<file path="config.mk">
export PLATFORM = sky130hd
export DESIGN_NAME = prb_remap_bank
export DESIGN_NICKNAME = d
export VERILOG_FILES = /design/src/logic/prb_pkg.sv /design/src/logic/prb_remap_bank.sv
export SDC_FILE = /design/constraint.sdc
export NUM_CORES = 1
export LEC_CHECK = 0
export ABC_AREA = 1
export BUFFER_PORTS_ARGS = -buffer_cell sky130_fd_sc_hd__buf_2
export CORE_ASPECT_RATIO = 1.5
export CORE_MARGIN = 8
export CORE_UTILIZATION = 40
export DETAILED_ROUTE_END_ITERATION = 10
export GPL_ROUTABILITY_DRIVEN = 0
export PLACE_DENSITY = 0.7
export RECOVER_POWER = 100
export SLEW_MARGIN = 20
export SYNTH_ARGS = -nofsm -noshare
export SYNTH_HDL_FRONTEND = slang
export SYNTH_SLANG_ARGS = --single-unit
</file>
<file path="constraint.sdc">
create_clock -name clk_sys -period 0.8 [get_ports clk_sys]
set_input_delay 0 -clock clk_sys [delete_from_list [all_inputs] [get_ports clk_sys]]
set_output_delay 0 -clock clk_sys [all_outputs]
set_load 0.01 [all_outputs]
</file>
<file path="src/logic/prb_pkg.sv">
// Purpose: constants for the peripheral pin remap bank
// Assumes: 32-bit register port, byte offsets 0 and 4
// Notes: register offsets chosen locally
package prb_pkg;
   localparam logic [3:0] REG_SERIAL_OFS = 4'h0;
   localparam logic [3:0] REG_DEBUG_OFS = 4'h4;
   localparam logic [31:0] RESET_VAL = 32'h0000_0000;
   // writable masks; reserved bits read zero
   localparam logic [31:0] SERIAL_MASK = 32'hFF0F_0FFF;
   localparam logic [31:0] DEBUG_MASK = 32'h0017_033F;
   localparam int UART4_LSB = 28;
   localparam int USART3_LSB = 24;
   localparam int USART1_LSB = 16;
   localparam int SD_LSB = 8;
   localparam int CAN2_LSB = 4;
   localparam int CAN1_LSB = 0;
   localparam int XTAL_BIT = 20;
   localparam int DBG_LSB = 16;
   localparam int ADC2_REG_BIT = 9;
   localparam int ADC2_PRE_BIT = 8;
   localparam int ADC1_REG_BIT = 5;
   localparam int ADC1_PRE_BIT = 4;
   localparam int FLASH_EN_BIT = 3;
   localparam int FLASH_LSB = 0;
   localparam logic [3:0] SEL0 = 4'h0;
   localparam logic [3:0] SEL1 = 4'h1;
   localparam logic [3:0] SD_8A = 4'h0;
   localparam logic [3:0] SD_8B = 4'h4;
   localparam logic [3:0] SD_4A = 4'h5;
   localparam logic [3:0] SD_8C = 4'h6;
   localparam logic [3:0] SD_4C = 4'h7;
   localparam logic [1:0] CAN1_A = 2'h0;
   localparam logic [1:0] CAN1_B = 2'h2;
   localparam logic [2:0] DBG_FULL = 3'h0;
   localparam logic [2:0] DBG_NORST = 3'h1;
   localparam logic [2:0] DBG_SWD = 3'h2;
   localparam logic [2:0] DBG_OFF = 3'h4;
   localparam logic [2:0] FL_A = 3'h0;
   localparam logic [2:0] FL_B = 3'h1;
endpackage

</file>
<file path="src/logic/prb_remap_bank.sv">
// Purpose: pin remap bank, routing selects and ADC trigger muxes
// Assumes: one clock, async active-low reset, plain register port
// Notes: route outputs are decoded from stored fields
// Behaviour
// - serial port4 selects PC10/11 or PF4/5
// - serial port3 moves TX/RX/CK, CTS/RTS fixed
// - serial port1 selects PA9/10 or PB6/7
// - sd codes 0,4,6 eight-bit; 5,7 four-bit
// - second can selects PB12/13 or PB5/6
// - first can code 00 or 10 only
// - crystal bit maps PD0/PD1 onto crystal pins
// - debug 000 full, 001 frees PB4
// - debug 010 swd only, 100 all free
// - adc2 regular trigger: line11 or timer8 trgo
// - adc2 preempt trigger: line15 or timer8 ch4
// - adc1 regular trigger: line11 or timer8 trgo
// - adc1 preempt trigger: line15 or timer8 ch4
// - flash enable gates quad flash pins
// - flash select moves IO0/IO1 only
`timescale 1ns/100ps
module prb_remap_bank (
   input wire logic clk_sys,
   input wire logic rstn,
   input wire logic [3:0] reg_addr,
   input wire logic [31:0] reg_wdata,
   input wire logic reg_wr,
   input wire logic reg_rd,
   output logic [31:0] reg_rdata,
   input wire logic external_interrupt_line_11,
   input wire logic external_interrupt_line_15,
   input wire logic timer8_trigger_output,
   input wire logic timer8_channel4,
   output logic adc_first_regular_trigger,
   output logic adc_first_preempt_trigger,
   output logic adc_second_regular_trigger,
   output logic adc_second_preempt_trigger,
   output logic serial_port4_alt,
   output logic serial_port4_valid,
   output logic serial_port3_alt,
   output logic serial_port3_valid,
   output logic serial_port1_alt,
   output logic serial_port1_valid,
   output logic [1:0] sd_pin_set,
   output logic sd_wide_bus,
   output logic sd_valid,
   output logic can_second_alt,
   output logic can_second_valid,
   output logic can_first_alt,
   output logic can_first_valid,
   output logic crystal_pin_remap,
   output logic debug_jtag_enable,
   output logic debug_swd_enable,
   output logic debug_reset_pin_enable,
   output logic [4:0] debug_pin_gpio_free,
   output logic external_quad_flash_interface,
   output logic flash_io01_alt
);
   logic [31:0] serial_q;
   logic [31:0] debug_q;
   logic [31:0] rdata_q;
   logic [3:0] p4, p3, p1, sd, c2;
   logic [1:0] c1;
   logic [2:0] dbg, fl;
   logic [2:0] dbg_eff_q;

   // ----------------------------------------
   // register port
   // ----------------------------------------
   // reserved bits masked so software slips cannot steer anything
   always_ff @(posedge clk_sys or negedge rstn) begin
      if (!rstn) begin
         serial_q <= prb_pkg::RESET_VAL;
      end else if (reg_wr && reg_addr == prb_pkg::REG_SERIAL_OFS) begin
         serial_q <= reg_wdata & prb_pkg::SERIAL_MASK;
      end
   end

   always_ff @(posedge clk_sys or negedge rstn) begin
      if (!rstn) begin
         debug_q <= prb_pkg::RESET_VAL;
      end else if (reg_wr && reg_addr == prb_pkg::REG_DEBUG_OFS) begin
         debug_q <= reg_wdata & prb_pkg::DEBUG_MASK;
      end
   end

   always_ff @(posedge clk_sys or negedge rstn) begin
      if (!rstn) begin
         rdata_q <= prb_pkg::RESET_VAL;
      end else if (reg_rd) begin
         unique case (reg_addr)
            prb_pkg::REG_SERIAL_OFS: rdata_q <= serial_q;
            prb_pkg::REG_DEBUG_OFS: rdata_q <= debug_q;
            default: rdata_q <= 32'h0000_0000;
         endcase
      end else begin
         rdata_q <= 32'h0000_0000;
      end
   end
   assign reg_rdata = rdata_q;

   // ----------------------------------------
   // field decode
   // ----------------------------------------
   assign p4 = serial_q[prb_pkg::UART4_LSB +: 4];
   assign p3 = serial_q[prb_pkg::USART3_LSB +: 4];
   assign p1 = serial_q[prb_pkg::USART1_LSB +: 4];
   assign sd = serial_q[prb_pkg::SD_LSB +: 4];
   assign c2 = serial_q[prb_pkg::CAN2_LSB +: 4];
   assign c1 = serial_q[prb_pkg::CAN1_LSB +: 2];
   assign dbg = debug_q[prb_pkg::DBG_LSB +: 3];
   assign fl = debug_q[prb_pkg::FLASH_LSB +: 3];

   assign serial_port4_alt = (p4 == prb_pkg::SEL1);
   assign serial_port4_valid = (p4 == prb_pkg::SEL0) || (p4 == prb_pkg::SEL1);
   // cts/rts never move, only tx/rx/ck follow this bit
   assign serial_port3_alt = (p3 == prb_pkg::SEL1);
   assign serial_port3_valid = (p3 == prb_pkg::SEL0) || (p3 == prb_pkg::SEL1);
   assign serial_port1_alt = (p1 == prb_pkg::SEL1);
   assign serial_port1_valid = (p1 == prb_pkg::SEL0) || (p1 == prb_pkg::SEL1);
   assign can_second_alt = (c2 == prb_pkg::SEL1);
   assign can_second_valid = (c2 == prb_pkg::SEL0) || (c2 == prb_pkg::SEL1);
   assign can_first_alt = (c1 == prb_pkg::CAN1_B);
   assign can_first_valid = (c1 == prb_pkg::CAN1_A) || (c1 == prb_pkg::CAN1_B);

   // sd pin set: 0 = PC/PB bank, 1 = PC0-3/PA4-7 ck PC4, 2 = ck PA2
   always_comb begin
      sd_pin_set = 2'h0;
      sd_wide_bus = 1'b0;
      sd_valid = 1'b1;
      case (sd)
         prb_pkg::SD_8A: begin sd_pin_set = 2'h0; sd_wide_bus = 1'b1; end
         prb_pkg::SD_8B: begin sd_pin_set = 2'h1; sd_wide_bus = 1'b1; end
         prb_pkg::SD_4A: begin sd_pin_set = 2'h1; sd_wide_bus = 1'b0; end
         prb_pkg::SD_8C: begin sd_pin_set = 2'h2; sd_wide_bus = 1'b1; end
         prb_pkg::SD_4C: begin sd_pin_set = 2'h2; sd_wide_bus = 1'b0; end
         default: sd_valid = 1'b0;
      endcase
   end

   assign crystal_pin_remap = debug_q[prb_pkg::XTAL_BIT];

   // debug: undefined codes keep the last valid mode (no effect)
   always_ff @(posedge clk_sys or negedge rstn) begin
      if (!rstn) begin
         dbg_eff_q <= prb_pkg::DBG_FULL;
      end else if (reg_wr && reg_addr == prb_pkg::REG_DEBUG_OFS) begin
         if (reg_wdata[prb_pkg::DBG_LSB +: 3] == prb_pkg::DBG_FULL ||
             reg_wdata[prb_pkg::DBG_LSB +: 3] == prb_pkg::DBG_NORST ||
             reg_wdata[prb_pkg::DBG_LSB +: 3] == prb_pkg::DBG_SWD ||
             reg_wdata[prb_pkg::DBG_LSB +: 3] == prb_pkg::DBG_OFF) begin
            dbg_eff_q <= reg_wdata[prb_pkg::DBG_LSB +: 3];
         end
      end
   end

   // free bits: [0]=PA13 [1]=PA14 [2]=PA15 [3]=PB3 [4]=PB4
   always_comb begin
      debug_jtag_enable = 1'b1;
      debug_swd_enable = 1'b1;
      debug_reset_pin_enable = 1'b1;
      debug_pin_gpio_free = 5'h00;
      case (dbg_eff_q)
         prb_pkg::DBG_NORST: begin
            debug_reset_pin_enable = 1'b0;
            debug_pin_gpio_free = 5'h10;
         end
         prb_pkg::DBG_SWD: begin
            debug_jtag_enable = 1'b0;
            debug_reset_pin_enable = 1'b0;
            debug_pin_gpio_free = 5'h1C;
         end
         prb_pkg::DBG_OFF: begin
            debug_jtag_enable = 1'b0;
            debug_swd_enable = 1'b0;
            debug_reset_pin_enable = 1'b0;
            debug_pin_gpio_free = 5'h1F;
         end
         default: begin
            debug_pin_gpio_free = 5'h00;
         end
      endcase
   end

   // ----------------------------------------
   // adc trigger muxes
   // ----------------------------------------
   // combinational so triggers are not delayed a cycle
   assign adc_second_regular_trigger = debug_q[prb_pkg::ADC2_REG_BIT] ?
      timer8_trigger_output : external_interrupt_line_11;
   assign adc_second_preempt_trigger = debug_q[prb_pkg::ADC2_PRE_BIT] ?
      timer8_channel4 : external_interrupt_line_15;
   assign adc_first_regular_trigger = debug_q[prb_pkg::ADC1_REG_BIT] ?
      timer8_trigger_output : external_interrupt_line_11;
   assign adc_first_preempt_trigger = debug_q[prb_pkg::ADC1_PRE_BIT] ?
      timer8_channel4 : external_interrupt_line_15;

   // ----------------------------------------
   // quad flash
   // ----------------------------------------
   // unused select codes leave the flash off the pins
   assign external_quad_flash_interface = debug_q[prb_pkg::FLASH_EN_BIT] &&
      (fl == prb_pkg::FL_A || fl == prb_pkg::FL_B);
   assign flash_io01_alt = (fl == prb_pkg::FL_B);
endmodule // prb_remap_bank

</file>
## After elaboration in Yosys (flattened, before gate mapping)

Index checks and enable logic that the tools add are counted.

| storage, ports and cells | value |
|---|---|
| latch bits | 0 |
| word-level logic and storage cells | 62 |
| output and inout port bits | 61 |
| bits in read-only memories | 0 |
| bits in writable memories | 0 |
| input port bits | 44 |
| register bits | 71 |
| memories kept | 0 |

| cells by class | value |
|---|---|
| shift-type cells | 0 |
| equality and inequality tests | 17 |
| divide/modulo/power cells | 0 |
| order comparisons | 0 |
| multipliers | 0 |
| muxes and demuxes | 13 |
| bitwise gates (word level) | 0 |
| reductions and logical operators | 28 |
| add/sub/neg operators | 0 |

Operators by type and width:

| cell | number |
|---|---|
| $pmux W32 S2 | 1 |
| $mux W32 | 1 |
| $logic_not A4 Y1 | 6 |
| $eq A4 B3 Y1 const B | 5 |
| $eq A4 B1 Y1 const B | 4 |
| $pmux W5 S3 | 1 |
| $eq A3 B1 Y1 const B | 3 |
| $logic_or A1 B1 Y1 | 9 |
| $mux W1 | 9 |
| $eq A3 B2 Y1 const B | 2 |
| $eq A3 B3 Y1 const B | 2 |
| $logic_not A3 Y1 | 2 |
| $reduce_or A2 Y1 | 3 |
| $reduce_or A3 Y1 | 2 |
| $reduce_or A5 Y1 | 1 |
| $pmux W2 S2 | 1 |
| $logic_and A1 B1 Y1 | 3 |
| $eq A2 B2 Y1 const B | 1 |
| $logic_not A2 Y1 | 1 |
| $reduce_and A2 Y1 | 1 |

## Logic depth before layout (Yosys ltp)

| depth | value |
|---|---|
| depth after elaboration | 5 |
| gate-level depth with buffers | 7 |
| mapped depth without buffers | 6 |

## Worst setup path after synthesis

No wires, ideal clock.

| path | value |
|---|---|
| path kind | reg2out |
| start point | register dbg_eff_q[1] |
| end point | output port debug_pin_gpio_free[4] |
| arrival | 1095 ps |
| cell stages (with the launch flop) | 6 |
| data required time | 800 ps |
| path buffers | 0 |
| setup slack | -295 ps |
| path through | dfrtp_1 inv_1 nand3_1 nand2_1 a21oi_1 inv_1 |

| on the way | value |
|---|---|
| cells in the longest elaborated chain, start to end | 2 |
| elaborated cells on any way between the ends | 4 |
| classes of those cells | 3 x eq/ne; 1 x mux |

RTL lines:

| item | line | RTL |
|---|---|---|
| from (decl) | prb_remap_bank.sv:64 | `logic [2:0] dbg_eff_q;` |
| from (signal assigned) | prb_remap_bank.sv:145 | `dbg_eff_q <= prb_pkg::DBG_FULL;` |
| from (signal assigned) | prb_remap_bank.sv:151 | `dbg_eff_q <= reg_wdata[prb_pkg::DBG_LSB +: 3];` |
| $eq A3 B3 Y1 (tied with other cells) | prb_remap_bank.sv:162 | `case (dbg_eff_q)` |
| $pmux W5 S3 * | prb_remap_bank.sv:162 |  |
| to (decl) | prb_remap_bank.sv:54 | `output logic [4:0] debug_pin_gpio_free,` |

Every way passes the cells marked *; elsewhere a longest branch is shown, timed or not.

## Worst setup path after layout

| path | value |
|---|---|
| start point | register dbg_eff_q[2] |
| end point | output port debug_pin_gpio_free[4] |

Same word-level chain as after synthesis.

==> flow_summary.json <==
{
  "final_antenna_net_count": 0,
  "yosys-top-cells-area": "dfrtp_1, nand2_1, o21ai_0, inv_1, nand3_1",
  "start_kind": "flop",
  "slew_viol_final": 0,
  "slowest_delay_ns": 0.44,
  "pin_count": 105,
  "max_freq_mhz": 800,
  "critPathBufInv": 2,
  "grt_pass1_wl_um": 13000,
  "vias": 2537,
  "busiest_layer": "met2",
  "synth_top_area_cell": "dfrtp_1",
  "synth-seq-area-share": 0.585,
  "insertion_delay_ns": 0.34,
  "area_delta_synth_final_pct": 56.7,
  "grt_use_met3": 0.0471,
  "place.port_buffers": 90,
  "synth_cell_type_count": 20,
  "grt_usage": 0.161,
  "num_rows": 37,
  "first_pass_iters": 4,
  "status": "complete, but fails checks",
  "min_period_ns": 1.25,
  "drive_gt1_frac": 0.458,
  "setup-violations-final": 65,
  "p_per_area_mw_per_mm2": 2460,
  "final_cell_mix": "buf_2, nand2_1, dfrtp_1",
  "min_delay_path_depth": 6,
  "dpl_cell_area_mm2": 0.00339,
  "endpoint_kind": "primary output",
  "numCtsBuffers": 9,
  "ir_worst_vdd_mv": 1.48,
  "antenna_found_initial": 0,
  "final_area_mm2": 0.00429,
  "fp.dieH_um": 117,
  "hold_viol_final": 0,
  "fin_setup_tns_ns": -10.75,
  "reg2reg_from": "dbg_eff_q[2]",
  "coreArea_mm2": 0.00676,
  "layout.nets": 493,
  "dieArea_mm2": 0.00980,
  "startpoint": "dbg_eff_q[2]",
  "crit_cells": 5,
  "clk_pin_slew_ns": 0.07,
  "grt_max_degree": 65,
  "routed_wl_um": 7970,
  "globalRoute.totalOverflow": 0,
  "grt_pass1_vias": 2793,
  "synthCells": 301,
  "crit_type": "reg2out",
  "worst_hold_startpoint": "reg_wdata[17]",
  "layout_commonest_cell": "buf_2",
  "gr-usage-met2": 0.291,
  "htreeDepth": 3,
  "critical_path_peak_fanout": 4,
  "violations": "setup timing",
  "hold_class": "in2reg",
  "p_leak_nw": 2.25,
  "rsz0062_at_grt": "true",
  "cts_tree": "yes",
  "ys_warn_count": 0,
  "cp_cell_sequence": "nand3_4 -> nand2_4 -> a21oi_4 -> inv_2 -> buf_6",
  "synth_top_area_share": 0.585,
  "syn_area_mm2": 0.00274,
  "cpMaxStageDelayCell": "dfrtp_2",
  "cts_sinks": 64,
  "die_w_um": 83.5,
  "antenna_cells": 0,
  "wire_per_inst_um": 15.0,
  "syn_area_per_cell_um2": 9.10,
  "skew_ns": 0.00681,
  "slew_headroom": 0.615,
  "ctsLongestPathBuffers": 2,
  "worst_slack_ns": -0.450,
  "reg2reg_depth": 4,
  "ys_ff_latch": 64,
  "drc_errors": 0,
  "drv_cap": 0,
  "tightestPinTransition_ns": 0.578,
  "period_share": 1.56,
  "start_util": 0.405,
  "vias_per_cell": 4.77,
  "cp_data_arrival_time_ns": 1.25,
  "cp.required_ns": 0.80,
  "hpwl_um": 5130,
  "met1_usage": 0.160,
  "cts_root_buffer": "clkbuf_8",
  "nFillCells": 551,
  "drt_iter0_drc": 197,
  "cp_top_family": "flip-flops"
}
-- cells in the mapped netlist, drive strengths merged --
cell type	count
a21oi	2
buf	19
conb	1
dfrtp	64
inv	43
nand2	77
nand3	16
nor2	24
nor3	6
nor4	4
o21ai	45
-- tightest hold or removal path: stages --
cell     delay, ns
buf_2         0.10
nand2_1       0.05
nand2_1       0.08
inv_1         0.05
nand3_1       0.07
nand2_1       0.04
-- final timing paths --
check	end	slack [ns]
setup reg to reg	dbg_eff_q[2]	-0.13
min in group asynchronous	reg_rdata[8]	0.27
hold / removal	dbg_eff_q[1]	0.08
hold reg to reg	debug_q[17]	0.50
setup / recovery	debug_pin_gpio_free[4]	-0.45
max in group asynchronous	dbg_eff_q[2]	0.09
-- metal layers --
layer  wire, um  up-vias
met2       4430       92
met5          0        -
li1           -     1218
met3        435       24
met1       2900     1203
met4        214        0
-- final cells by class --
type	count	area, um^2	area share
sequential	64	1610	0.375
clock inverter	6	130	0.0303
timing repair buffer	150	1120	0.261
multi-input combinational	181	1030	0.241
inverter	43	164	0.0382
clock buffer	10	138	0.0321
tap	78	97.6	0.0228
-- cells by family after synthesis --
logic type             count (synthesis)  synth area share
flip-flops                            64             0.585
AO/OA/AOI/OAI                         47            0.0969
other                                  1           0.00137
buffers and inverters                 62             0.114
AND/OR/NAND/NOR                      127             0.203
-- power breakdown --
part	switching, mW	internal [mW]	total, mW
combinational	1.37	1.34	2.71
sequential	0.424	3.71	4.13
clock	1.24	2.46	3.70
-- metrics by stage --
stage / hold slack (ns) / setup WS [ns] / total power, mW / std cells / util
after floorplan: -0.296 / -0.0364 / 5.16 / 307 / -
after global placement: 0.0384 / -0.113 / 5.91 / 471 / 0.502
after detailed placement: 0.0398 / -0.145 / 5.98 / 471 / 0.502
after CTS: 0.0509 / -0.459 / 10.2 / 527 / 0.607
after global routing: 0.101 / -0.518 / 11.1 / 532 / 0.635
final: 0.0821 / -0.450 / 10.5 / 532 / 0.635
-- flip-flops by register name, indices dropped and copies added, names as in the netlist --
| signal | count |
|---|---|
| reg_rdata | 25 |
| serial_q | 24 |
| debug_q | 12 |
| dbg_eff_q | 3 |
-- timing repair --
item | CTS | global route
hold buffers | 26 | 3
endpoints found under the hold margin | 103 | 9
pin swaps | 16 | 15
setup endpoints to repair | 55 | 74
setup buffers | 14 | 9
resized for setup | 33 | 57
Note: power is estimated with default switching activity, not from simulation.
